## src/hdl/trs_pkg.sv

```systemverilog
// Shared constants, state and mode types for the transceiver reset sequencer.
// Assumes one 100 MHz system clock drives both ends of the link.
package trs_pkg;
  // ****************************************
  // Link shape and clock
  // ****************************************
  localparam int NUM_CH = 4;
  localparam int CLK_PERIOD_NS = 10;
  localparam int TW = 16;

  // ****************************************
  // Minimum waits, in nanoseconds, and their cycle counts
  // ****************************************
  localparam int PLL_RST_NS = 1000;
  localparam int AUTO_DATA_SETTLE_NS = 4000;
  localparam int MANUAL_REF_TO_DATA_WAIT_NS = 2000;
  localparam int MANUAL_DATA_SETTLE_NS = 4000;
  localparam logic [TW-1:0] PLL_RST_CYC = TW'((PLL_RST_NS + CLK_PERIOD_NS - 1) / CLK_PERIOD_NS);
  localparam logic [TW-1:0] AUTO_SETTLE_CYC = TW'((AUTO_DATA_SETTLE_NS + CLK_PERIOD_NS - 1) / CLK_PERIOD_NS);
  localparam logic [TW-1:0] REF_TO_DATA_CYC = TW'((MANUAL_REF_TO_DATA_WAIT_NS + CLK_PERIOD_NS - 1) / CLK_PERIOD_NS);
  localparam logic [TW-1:0] DATA_SETTLE_CYC = TW'((MANUAL_DATA_SETTLE_NS + CLK_PERIOD_NS - 1) / CLK_PERIOD_NS);
  localparam logic [TW-1:0] FE_GAP_CYC = 16'h0002;

  // ****************************************
  // Transceiver model timing, in cycles
  // ****************************************
  localparam logic [7:0] PLL_LOCK_CYC = 8'h32;
  localparam logic [7:0] BUSY_CYC = 8'h14;
  localparam logic [7:0] FL_BASE_CYC = 8'h1e;
  localparam logic [7:0] FL_STEP_CYC = 8'h07;

  // ****************************************
  // Controller register map
  // ****************************************
  localparam logic [3:0] REG_CTRL = 4'h0;
  localparam logic [3:0] REG_STATUS = 4'h4;
  localparam int CTRL_START = 0;
  localparam int CTRL_MANUAL = 1;
  localparam int CTRL_TX_ONLY = 2;
  localparam logic [2:0] CTRL_RESET = 3'h0;

  typedef enum logic [1:0] {BOND_TX_X2, BOND_TX_X4, BOND_XAUI} trs_bond_e;
  typedef enum logic [1:0] {LOCK_AUTO, LOCK_REF, LOCK_DATA} trs_lock_e;
  typedef enum logic [2:0] {
    ST_PLL_RST, ST_WAIT_BUSY, ST_GAP, ST_WAIT_LOCK, ST_AUTO_SETTLE, ST_MAN_REF, ST_MAN_DATA, ST_DONE
  } trs_state_e;
endpackage

```

## src/hdl/trs_link_if.sv

```systemverilog
// Reset and status wires between the fabric reset controller and the bonded transceiver group.
// Both ends run on the same system clock; no clocking block is used.
`timescale 1ns/100ps
`default_nettype none
interface trs_link_if;
  logic mpll_async_reset;
  logic transmit_logic_reset;
  logic receive_frontend_reset;
  logic receive_logic_reset;
  logic cdr_force_ref_lock;
  logic cdr_force_data_lock;
  logic mpll_lock_flag;
  logic busy;
  logic [trs_pkg::NUM_CH-1:0] cdr_frequency_lock;

  modport xcvr (
    input mpll_async_reset, transmit_logic_reset, receive_frontend_reset, receive_logic_reset,
    input cdr_force_ref_lock, cdr_force_data_lock,
    output mpll_lock_flag, busy, cdr_frequency_lock
  );
  modport ctl (
    output mpll_async_reset, transmit_logic_reset, receive_frontend_reset, receive_logic_reset,
    output cdr_force_ref_lock, cdr_force_data_lock,
    input mpll_lock_flag, busy, cdr_frequency_lock
  );
endinterface
`default_nettype wire

```

## src/hdl/trs_wait_timer.sv

```systemverilog
// Down-counter for the minimum waits of the reset controller.
// Assumes load is a one-cycle pulse; done reads high once the loaded count has fully elapsed.
`timescale 1ns/100ps
`default_nettype none
module trs_wait_timer (
  input wire logic clk_sys, // System clock.
  input wire logic rst, // Asynchronous reset, active high.
  input wire logic load, // Starts a new wait.
  input wire logic [trs_pkg::TW-1:0] cycles, // Length of the wait in cycles.
  output logic done // High when no wait is running.
);
  typedef struct packed {
    logic [trs_pkg::TW-1:0] cnt;
  } trs_tim_s;

  trs_tim_s s_q;
  trs_tim_s s_d;

  always_comb begin
    s_d = s_q;
    if (load) begin
      s_d.cnt = cycles;
    end else if (s_q.cnt != '0) begin
      s_d.cnt = s_q.cnt - 1'b1;
    end
  end

  always_ff @(posedge clk_sys or posedge rst) begin
    if (rst) begin
      s_q <= '0;
    end else begin
      s_q <= s_d;
    end
  end

  assign done = (s_q.cnt == '0);
endmodule
`default_nettype wire

```

## src/hdl/trs_reset_ctl.sv

```systemverilog
// Fabric reset controller for a bonded transceiver group, in automatic or manual CDR lock mode.
// Assumes the transceiver end shares clk_sys; frequency-lock inputs are still treated as asynchronous.
// Behaviour
// - Decode two lock inputs into three modes.
// - Manual mode tracks reference or data by inputs.
// - One shared reset set for all bonded channels.
// - XAUI bonds four lanes, each reporting lock.
// - Transmit-only bonds in two- or four-lane modes.
// - Hold PLL reset at least one microsecond.
// - Hold logic and receive resets during PLL reset.
// - Manual mode forces reference lock during reset.
// - PLL locks after reset release, raises flag.
// - Release transmit reset when PLL locks.
// - Two cycles after busy falls, release frontend.
// - Channel locks may rise at different times.
// - Auto: all locked, settle, release logic reset.
// - Manual: wait, then switch to data lock.
// - Manual: settle after data lock, release logic.
// - Busy pulses at power-up or reconfiguration only.
// - Busy low first cycle, high from second.
// - Use busy except for transmit-only setups.
`timescale 1ns/100ps
`default_nettype none
module trs_reset_ctl (
  input wire logic clk_sys, // System clock.
  input wire logic rst, // Asynchronous reset, active high.
  trs_link_if.ctl link, // Reset and status wires to the transceiver group.
  input wire logic [3:0] addr, // Register byte address.
  input wire logic [31:0] wdata, // Register write data.
  input wire logic wr, // Write strobe.
  input wire logic rd, // Read strobe.
  output logic [31:0] rdata // Read data, valid the cycle after rd.
);
  // ****************************************
  // State
  // ****************************************
  typedef struct packed {
    trs_pkg::trs_state_e st;
    logic pll_rst;
    logic tx_rst;
    logic fe_rst;
    logic lg_rst;
    logic ref_lk;
    logic data_lk;
    logic busy_seen;
    logic manual;
    logic tx_only;
    logic [2:0] ctrl;
    logic [trs_pkg::NUM_CH-1:0] fl_s1;
    logic [trs_pkg::NUM_CH-1:0] fl_s2;
    logic [31:0] rdata;
  } trs_ctl_s;

  trs_ctl_s s_q;
  trs_ctl_s s_d;
  logic tim_load;
  logic [trs_pkg::TW-1:0] tim_cycles;
  logic tim_done;
  logic all_locked;
  logic boot_q;

  trs_wait_timer trs_wait_timer_inst (
    .clk_sys(clk_sys),
    .rst(rst),
    .load(tim_load),
    .cycles(tim_cycles),
    .done(tim_done)
  );

  // Only the second synchroniser stage feeds the all-locked term.
  assign all_locked = &s_q.fl_s2;

  // ****************************************
  // Sequencer and register port
  // ****************************************
  always_comb begin
    s_d = s_q;
    tim_load = 1'b0;
    tim_cycles = '0;
    // The timer resets to idle, so the power-up PLL wait is loaded while the boot flop still holds the PLL reset.
    if (boot_q) begin
      tim_load = 1'b1;
      tim_cycles = trs_pkg::PLL_RST_CYC;
    end
    s_d.fl_s1 = link.cdr_frequency_lock;
    s_d.fl_s2 = s_q.fl_s1;
    // Busy seen once stays seen, so a later restart without reconfiguration traffic does not hang.
    if (link.busy) begin
      s_d.busy_seen = 1'b1;
    end
    // The transmit path leaves reset on lock regardless of where the receive side stands.
    if (!s_q.pll_rst && link.mpll_lock_flag) begin
      s_d.tx_rst = 1'b0;
    end
    case (s_q.st)
      trs_pkg::ST_PLL_RST: begin
        if (tim_done && !boot_q) begin
          s_d.pll_rst = 1'b0;
          s_d.st = s_q.tx_only ? trs_pkg::ST_DONE : trs_pkg::ST_WAIT_BUSY;
        end
      end
      trs_pkg::ST_WAIT_BUSY: begin
        if ((s_q.busy_seen || link.busy) && !link.busy) begin
          tim_load = 1'b1;
          tim_cycles = trs_pkg::FE_GAP_CYC;
          s_d.st = trs_pkg::ST_GAP;
        end
      end
      trs_pkg::ST_GAP: begin
        if (tim_done) begin
          s_d.fe_rst = 1'b0;
          tim_load = s_q.manual;
          tim_cycles = trs_pkg::REF_TO_DATA_CYC;
          s_d.st = s_q.manual ? trs_pkg::ST_MAN_REF : trs_pkg::ST_WAIT_LOCK;
        end
      end
      trs_pkg::ST_WAIT_LOCK: begin
        if (all_locked) begin
          tim_load = 1'b1;
          tim_cycles = trs_pkg::AUTO_SETTLE_CYC;
          s_d.st = trs_pkg::ST_AUTO_SETTLE;
        end
      end
      trs_pkg::ST_AUTO_SETTLE: begin
        if (!all_locked) begin
          s_d.st = trs_pkg::ST_WAIT_LOCK;
        end else if (tim_done) begin
          s_d.lg_rst = 1'b0;
          s_d.st = trs_pkg::ST_DONE;
        end
      end
      trs_pkg::ST_MAN_REF: begin
        if (tim_done) begin
          s_d.ref_lk = 1'b0;
          s_d.data_lk = 1'b1;
          tim_load = 1'b1;
          tim_cycles = trs_pkg::DATA_SETTLE_CYC;
          s_d.st = trs_pkg::ST_MAN_DATA;
        end
      end
      trs_pkg::ST_MAN_DATA: begin
        if (tim_done) begin
          s_d.lg_rst = 1'b0;
          s_d.st = trs_pkg::ST_DONE;
        end
      end
      default: begin
      end
    endcase
    s_d.rdata = '0;
    if (rd) begin
      if (addr == trs_pkg::REG_CTRL) begin
        s_d.rdata = {29'h0, s_q.ctrl};
      end else if (addr == trs_pkg::REG_STATUS) begin
        s_d.rdata = {18'h0, s_q.fl_s2, s_q.pll_rst, s_q.tx_rst, s_q.fe_rst, s_q.lg_rst,
                     s_q.ref_lk, s_q.data_lk, all_locked, s_q.st};
      end
    end
    if (wr && addr == trs_pkg::REG_CTRL) begin
      s_d.ctrl = wdata[2:0];
      s_d.ctrl[trs_pkg::CTRL_START] = 1'b0;
      if (wdata[trs_pkg::CTRL_START]) begin
        // A restart asserts every shared reset at once and takes the new mode bits.
        s_d.st = trs_pkg::ST_PLL_RST;
        s_d.pll_rst = 1'b1;
        s_d.tx_rst = 1'b1;
        s_d.fe_rst = 1'b1;
        s_d.lg_rst = 1'b1;
        s_d.manual = wdata[trs_pkg::CTRL_MANUAL];
        s_d.tx_only = wdata[trs_pkg::CTRL_TX_ONLY];
        s_d.ref_lk = wdata[trs_pkg::CTRL_MANUAL];
        s_d.data_lk = 1'b0;
        tim_load = 1'b1;
        tim_cycles = trs_pkg::PLL_RST_CYC;
      end
    end
  end

  // The power-up sequence starts from reset in automatic, receive-and-transmit mode.
  always_ff @(posedge clk_sys or posedge rst) begin
    if (rst) begin
      s_q <= '{st: trs_pkg::ST_PLL_RST, pll_rst: 1'b1, tx_rst: 1'b1, fe_rst: 1'b1, lg_rst: 1'b1,
               ref_lk: 1'b0, data_lk: 1'b0, busy_seen: 1'b0, manual: 1'b0, tx_only: 1'b0,
               ctrl: trs_pkg::CTRL_RESET, fl_s1: '0, fl_s2: '0, rdata: '0};
    end else begin
      s_q <= s_d;
    end
  end

  // The first PLL wait after reset is loaded by this pulse, since the timer itself resets to idle.
  always_ff @(posedge clk_sys or posedge rst) begin
    if (rst) begin
      boot_q <= 1'b1;
    end else begin
      boot_q <= 1'b0;
    end
  end

  // ****************************************
  // Outputs
  // ****************************************
  assign link.mpll_async_reset = s_q.pll_rst | boot_q;
  assign link.transmit_logic_reset = s_q.tx_rst;
  assign link.receive_frontend_reset = s_q.fe_rst;
  assign link.receive_logic_reset = s_q.lg_rst;
  assign link.cdr_force_ref_lock = s_q.ref_lk;
  assign link.cdr_force_data_lock = s_q.data_lk;
  assign rdata = s_q.rdata;
endmodule
`default_nettype wire

```

## src/flat_wrapper.sv

```systemverilog
// flat-port wrapper written by rule: the top's interface ports become plain ports
module trs_reset_ctl_flat 
  (clk_sys, rst, addr, wdata, wr, rd, rdata, link_mpll_async_reset, link_transmit_logic_reset, link_receive_frontend_reset, link_receive_logic_reset, link_cdr_force_ref_lock, link_cdr_force_data_lock, link_mpll_lock_flag, link_busy, link_cdr_frequency_lock);
  trs_link_if link_i ();
  input wire logic clk_sys;
  input wire logic rst;
  input wire logic [3:0] addr;
  input wire logic [31:0] wdata;
  input wire logic wr;
  input wire logic rd;
  output logic [31:0] rdata;
  output wire logic [$bits(link_i.mpll_async_reset)-1:0] link_mpll_async_reset;
  output wire logic [$bits(link_i.transmit_logic_reset)-1:0] link_transmit_logic_reset;
  output wire logic [$bits(link_i.receive_frontend_reset)-1:0] link_receive_frontend_reset;
  output wire logic [$bits(link_i.receive_logic_reset)-1:0] link_receive_logic_reset;
  output wire logic [$bits(link_i.cdr_force_ref_lock)-1:0] link_cdr_force_ref_lock;
  output wire logic [$bits(link_i.cdr_force_data_lock)-1:0] link_cdr_force_data_lock;
  input wire logic [$bits(link_i.mpll_lock_flag)-1:0] link_mpll_lock_flag;
  input wire logic [$bits(link_i.busy)-1:0] link_busy;
  input wire logic [$bits(link_i.cdr_frequency_lock)-1:0] link_cdr_frequency_lock;
  assign link_mpll_async_reset = link_i.mpll_async_reset;
  assign link_transmit_logic_reset = link_i.transmit_logic_reset;
  assign link_receive_frontend_reset = link_i.receive_frontend_reset;
  assign link_receive_logic_reset = link_i.receive_logic_reset;
  assign link_cdr_force_ref_lock = link_i.cdr_force_ref_lock;
  assign link_cdr_force_data_lock = link_i.cdr_force_data_lock;
  assign link_i.mpll_lock_flag = link_mpll_lock_flag;
  assign link_i.busy = link_busy;
  assign link_i.cdr_frequency_lock = link_cdr_frequency_lock;
  trs_reset_ctl u_core (.clk_sys(clk_sys), .rst(rst), .link(link_i), .addr(addr), .wdata(wdata), .wr(wr), .rd(rd), .rdata(rdata));
endmodule
```

## config.mk

```make
export PLATFORM = sky130hd
export DESIGN_NAME = trs_reset_ctl_flat
export DESIGN_NICKNAME = d
export VERILOG_FILES = /design/src/hdl/trs_pkg.sv /design/src/hdl/trs_link_if.sv /design/src/hdl/trs_wait_timer.sv /design/src/hdl/trs_reset_ctl.sv /design/src/flat_wrapper.sv
export SDC_FILE = /design/constraint.sdc
export NUM_CORES = 1
export LEC_CHECK = 0
export ABC_AREA = 0
export BUFFER_PORTS_ARGS = -buffer_cell sky130_fd_sc_hd__buf_2
export CAP_MARGIN = 20
export CELL_PAD_IN_SITES_DETAIL_PLACEMENT = 2
export CELL_PAD_IN_SITES_GLOBAL_PLACEMENT = 2
export CORE_MARGIN = 2
export CORE_UTILIZATION = 25
export CTS_CLUSTER_SIZE = 24
export DETAILED_ROUTE_END_ITERATION = 10
export HOLD_SLACK_MARGIN = 0.15
export PLACE_DENSITY = 0.71
export SLEW_MARGIN = 0
export SYNTH_ARGS = -nofsm -noshare
export SYNTH_HDL_FRONTEND = slang
export SYNTH_HIERARCHICAL = 1
export SYNTH_SLANG_ARGS = --single-unit
```

## constraint.sdc

```tcl
create_clock -name clk_sys -period 2.8 [get_ports clk_sys]
set_input_delay 0.56 -clock clk_sys [delete_from_list [all_inputs] [get_ports clk_sys]]
set_output_delay 0.56 -clock clk_sys [all_outputs]
set_load 0.05 [all_outputs]
```

==> metrics.yaml, run 1 <==
outcome: "finished clean"
setup.worst_path.end_class: "register"
finalHoldViolCount: 0
tns_ns: 0
fmax_mhz: 382
yosysWarnings: 6
hold_buffers: 0
setup_slack_ns: 0.179
layout_min_cycle_time_ns: 2.62
vias: 2167
pre_cts_ws_ns: -0.0533
fp.dieArea_mm2: 0.0122
rsz0062_at_grt: "false"
clk_path_buf_depth: 2
ant_nets: 0
dp_hpwl_um: 5720
netlist_area_mm2: 0.00283
diodes: 0
fill_cells: 1224
cts_tree: "yes"
yosysTopAreaCell: "dfrtp_1"
syn_avg_cell_area_um2: 9.98
ys_seq_area_frac: 0.472
crit_fanout: 16
die_height_um: 110
synth_top_area_share: 0.425
critPathArrivalTime_ns: 2.81
num-nets-final: 372
crit_path_start_kind: "register"
routed_wl_um: 7650
drc: 0
worst-setup-path-type: "register to register"
final_common_cell: "dfrtp_1"
antenna_found_initial: 0
row_count: 38
portBuffers: 36
ir_drop_mv: 0.398
final_util: 0.299
grt_max_degree: 26
gp_congestion: 0.841
finalMaxSlewViolations: 0
skew_ns: 0.00458
grt_pass1_wl_um: 12600
h-tree-depth: 2
layout-drive-gt1-share: 0.267
ys_async_sr_fraction: 1.00
whs_ns: 0.280
core_area_mm2: 0.0109
dp_cells: 458
setup_violations: 0
synth_edf_count: 0
postSynthCellCount: 283
clk_pin_slew_worst_paths_ns: 0.07
cellLeakagePower_uw: 0.00152
grt_overflow: 0
root_buffer: "clkbuf_16"
grt_usage: 0.136
relSlewSlack: 0.526
maxCapViolCount: 0
first_global_vias: 2382
fp.dieW_um: 110
avgRoutedWirePerCell_um: 16.4
required_ns: 2.99
synth_seq_cells: 53
synth_cell_type_count: 65
drtIter0Drc: 79
viasPerCell: 4.65
worstSkewPairLatency_ns: 0.30
area_growth_pct: 15.9
initial_core_util: 0.258
worstMarginPinSlew_ns: 0.711
hold_class: "input port to asynchronous set/reset pin"
fin_crit_sh: 0.936
synth_flop_cell: "dfrtp_1"
synthTopCellsByArea: "dfrtp_1 (43%), buf_4 (8.8%), dfstp_2 (4.7%)"
numCtsBuffers: 5
final_cell_mix: "dfrtp_1 (48), buf_2 (36), nand2_1 (31)"
finalNonFillerCells: 466
cts_sinks: 53
firstDrtPassIters: 4
p_per_area_mw_per_mm2: 954
ios: 84
## path summary, 6_finish.rpt
path                                                    from  depth (start not counted)  slack [ns]                                  to
setup / recovery           u_core/trs_wait_timer_inst/s_q[0]                         12        0.18   u_core/trs_wait_timer_inst/s_q[6]
hold / removal                                           rst                          2        0.28                     u_core/rdata[8]
setup reg to reg           u_core/trs_wait_timer_inst/s_q[0]                         12        0.18   u_core/trs_wait_timer_inst/s_q[6]
hold reg to reg                               u_core/s_d[33]                          0        0.35                      u_core/s_q[33]
max in group asynchronous                                rst                          3        1.77  u_core/link.receive_frontend_reset
min in group clk_sys                          u_core/s_d[33]                          0        0.35                      u_core/s_q[33]
## registers in the layout, summed over array words and instances (netlist names)
register and cells:
u_core/link.cdr_force_data_lock 1, u_core/trs_wait_timer_inst/s_q 16, u_core/link.receive_logic_reset 1, u_core/s_q 13
u_core/link.cdr_force_ref_lock 1, u_core/s_d 4, u_core/rdata 14, u_core/link.receive_frontend_reset 1
u_core/boot_q 1, u_core/link.transmit_logic_reset 1
## kinds of logic (layout without fill, tap and decap cells)
kind of cell             Yosys count  count (layout)  share of synthesized area
AND/OR/NAND/NOR                  116             116                      0.240
buffers and inverters             54              71                      0.122
flip-flops                        53              53                      0.472
AO/OA/AOI/OAI                     43              43                      0.110
XOR/XNOR                          10              10                     0.0310
multiplexers                       5               5                     0.0186
adder cells (fa/ha/maj)            1               1                    0.00443
other                              1              27                    0.00133
## timing repair
item / in CTS / in global routing
pin swaps: 0 / 1
endpoints found under the setup margin: 4 / 6
setup buffers: 0 / 0
gates resized for setup: 2 / 1
## through the flow
stage	area, µm²	power (µW)
5_1_grt	3270	3360
6_report	3270	3120
2_1_floorplan	2930	2060
3_5_place_dp	3120	2480
3_3_place_gp	3120	2410
4_1_cts	3270	3170
## report_power, final
group / total [µW] / switching [µW] / internal, µW
logic: 1300 / 756 / 546
clock network: 650 / 307 / 343
registers: 1170 / 233 / 938
## area by class of cell
type | count | area (µm²) | area share
repair buffers | 53 | 320 | 0.0978
inverters | 10 | 38.8 | 0.0118
clock buffers | 5 | 125 | 0.0382
well taps | 140 | 175 | 0.0535
flip-flops and latches | 53 | 1330 | 0.407
clock inverters | 3 | 28.8 | 0.00879
multi-input cells | 202 | 1250 | 0.383
## synth_stat cells, types with 3 or more instances
master,count
nand4b_1,3
a22o_1,4
nand2_1,31
nor2_1,19
dfstp_2,5
mux2i_1,3
and2_1,12
o21ai_0,8
inv_1,9
nor4_1,3
buf_4,33
xor2_1,4
clkbuf_1,6
nand3b_1,5
o31ai_1,8
dfrtp_1,48
a31oi_1,3
and3_1,3
nor3_1,6
xnor2_1,6
nand3_1,6
or4_1,3
## critical path, stage by stage (launching register included)
cell and delay (ns):
dfrtp_1 0.38, inv_1 0.09, ha_1 0.18, nor4b_1 0.25
and4_4 0.33, nand2_2 0.08, nor3_2 0.19, a2111oi_1 0.09
o21ai_1 0.26, buf_12 0.19, buf_4 0.18, nor2_1 0.10
a22o_1 0.19
## layer usage
layer  track usage  routed length, µm
met1         0.172               3390
met2         0.233               3890
met3        0.0182                184
met4        0.0580                181
met5             0                  0
Power figures use the tool's default switching activity.
==> run 2: changes to the inputs <==
--- a/config.mk
+++ b/config.mk
@@ -11,11 +11,11 @@
 export CELL_PAD_IN_SITES_DETAIL_PLACEMENT = 2
 export CELL_PAD_IN_SITES_GLOBAL_PLACEMENT = 2
 export CORE_MARGIN = 2
-export CORE_UTILIZATION = 25
+export CORE_UTILIZATION = 28
 export CTS_CLUSTER_SIZE = 24
 export DETAILED_ROUTE_END_ITERATION = 10
 export HOLD_SLACK_MARGIN = 0.15
-export PLACE_DENSITY = 0.71
+export PLACE_DENSITY = 0.78
 export SLEW_MARGIN = 0
 export SYNTH_ARGS = -nofsm -noshare
 export SYNTH_HDL_FRONTEND = slang
==> run 2 against run 1 <==
Clock power shrank 26%. Largest power group unchanged. Highest routed layer unchanged. Critical path type unchanged. Fmax fell by 2.7%. Die area fell by 10%. Worst hold slack improved by 0.059 ns. Non-clock buffer count down 1. Total power down 5.4%. Sequential share of layout area up 0.84 points. Global-route usage up 0.25 points. Via count fell by 0.18%. Combinational power is essentially flat. Clock skew up 0.0038 ns. First-iteration DRC count decreased by 25%.
==> metrics.yaml, run 2 (synthesis gave the netlist of run 1 again) <==
cellLeakagePower_uw: 0.00149
diodes: 0
layout-drive-gt1-share: 0.271
routed_wl_um: 7230
finalNonFillerCells: 458
grt_usage: 0.139
required_ns: 3.07
critPathArrivalTime_ns: 2.96
seq_power_share: 0.409
vias: 2163
setup.worst_path.end_class: "register"
fp.dieArea_mm2: 0.0109
setup_slack_ns: 0.105
root_buffer: "clkbuf_8"
gp_congestion: 0.850
cts_tree: "yes"
worstMarginPinSlew_ns: 0.689
fp.dieW_um: 104
finalHoldViolCount: 0
fill_cells: 1088
p_clk_frac: 0.162
crit_path_start_kind: "register"
final_cell_mix: "dfrtp_1 (48), buf_2 (36), nand2_1 (31)"
total_power_uw: 2960
drc: 0
firstDrtPassIters: 4
worstSkewPairLatency_ns: 0.32
maxCapViolCount: 0
initial_core_util: 0.289
viasPerCell: 4.72
dp_cells: 449
p_int_uw: 1680
pre_cts_ws_ns: -0.104
avgRoutedWirePerCell_um: 15.8
swShare: 0.433
numCtsBuffers: 5
ios: 84
die_height_um: 104
final_common_cell: "dfrtp_1"
crit_fanout: 8
relSlewSlack: 0.540
antenna_found_initial: 0
worst-setup-path-type: "register to register"
h-tree-depth: 2
grt_pass1_wl_um: 12000
row_count: 36
finalMaxSlewViolations: 0
p_per_area_mw_per_mm2: 922
largest_register_ff_count: 16
ant_nets: 0
clk_path_buf_depth: 2
p_comb_frac: 0.428
cts_sinks: 53
fin_crit_sh: 0.963
top_register: "u_core/trs_wait_timer_inst/s_q"
outcome: "finished clean"
setup_violations: 0
drtIter0Drc: 59
portBuffers: 36
whs_ns: 0.338
area_growth_pct: 13.6
first_global_vias: 2330
power.switching_uw: 1280
hold_class: "input port to asynchronous set/reset pin"
layout_min_cycle_time_ns: 2.70
grt_overflow: 0
grt_max_degree: 38
fmax_mhz: 371
core_area_mm2: 0.00977
clk_pin_slew_worst_paths_ns: 0.10
ir_drop_mv: 0.271
dp_hpwl_um: 5450
skew_ns: 0.00841
num-nets-final: 371
[run 2: changes by cell type in the layout (fill, tap and decap cells not counted), sizes merged]
cell      before  now
inv           11   10
clkinv         2    1
buf           53   52
clkbuf         5    6
clkinvlp       0    1
[run 2: metal layers]
layer | vias up | share of wire | global-route usage
li1 | 1013 | - | -
met1 | 1112 | 0.45 | 0.171
met2 | 32 | 0.51 | 0.241
met3 | 6 | 0.028 | 0.0282
met4 | 0 | 0.013 | 0.0463
met5 | - | 0 | 0
[run 2: area by class of cell]
type	count	area (µm²)	share of cell area
clock buffer	6	82.6	0.0257
clock inverter	2	16.3	0.00507
inverter	10	38.8	0.0121
multi-input combinational	202	1270	0.396
sequential	53	1330	0.415
tap	133	166	0.0519
timing repair buffer	52	300	0.0936
[run 2: what timing repair did]
item	in CTS	in global routing
gates cloned	0	0
gates resized for setup	2	4
endpoints found under the setup margin	4	10
hold buffers	0	0
pin swaps	1	1
buffers inserted	0	1
[run 2: path summary, 6_finish.rpt]
kind / slack [ns] / endpoint / startpoint / cells past startpoint
min in group clk_sys: 0.34 / u_core/s_d[35] / link_cdr_frequency_lock[3] / 1
hold reg to reg: 0.36 / u_core/s_q[34] / u_core/s_d[34] / 0
hold / removal: 0.34 / u_core/trs_wait_timer_inst/s_q[10] / rst / 2
setup / recovery: 0.10 / u_core/trs_wait_timer_inst/s_q[14] / u_core/trs_wait_timer_inst/s_q[12] / 10
setup reg to reg: 0.10 / u_core/trs_wait_timer_inst/s_q[14] / u_core/trs_wait_timer_inst/s_q[12] / 10
max in group asynchronous: 2.03 / u_core/trs_wait_timer_inst/s_q[14] / rst / 2
[run 2: critical path, stage by stage, from the launching register on]
cell and delay [ns]:
dfrtp_1 0.47, nor4_1 0.34, buf_4 0.19, and4_4 0.29, a211oi_1 0.09, a211oi_1 0.26, o21ai_1 0.10, buf_4 0.16
buf_4 0.15, o41ai_1 0.44, a31o_1 0.15
[run 2: through the flow]
step           utilization  TNS [ns]  area [µm²]
4_1_cts              0.326         0        3180
3_3_place_gp         0.315         0        3080
6_report             0.328         0        3210
5_1_grt              0.328   -0.0344        3210
2_1_floorplan            -         0        2930
3_5_place_dp         0.315    -0.191        3080
[run 2: power groups by stage]
| stage | Clock (µW) | Combinational, µW | Sequential, µW |
|---|---|---|---|
| global route | 533 | 1410 | 1240 |
| CTS | 496 | 1240 | 1190 |
| global placement | 0 | 1170 | 1190 |
| detailed placement | 0 | 1240 | 1210 |
| finish | 480 | 1270 | 1210 |
| floorplan | 0 | 930 | 1130 |
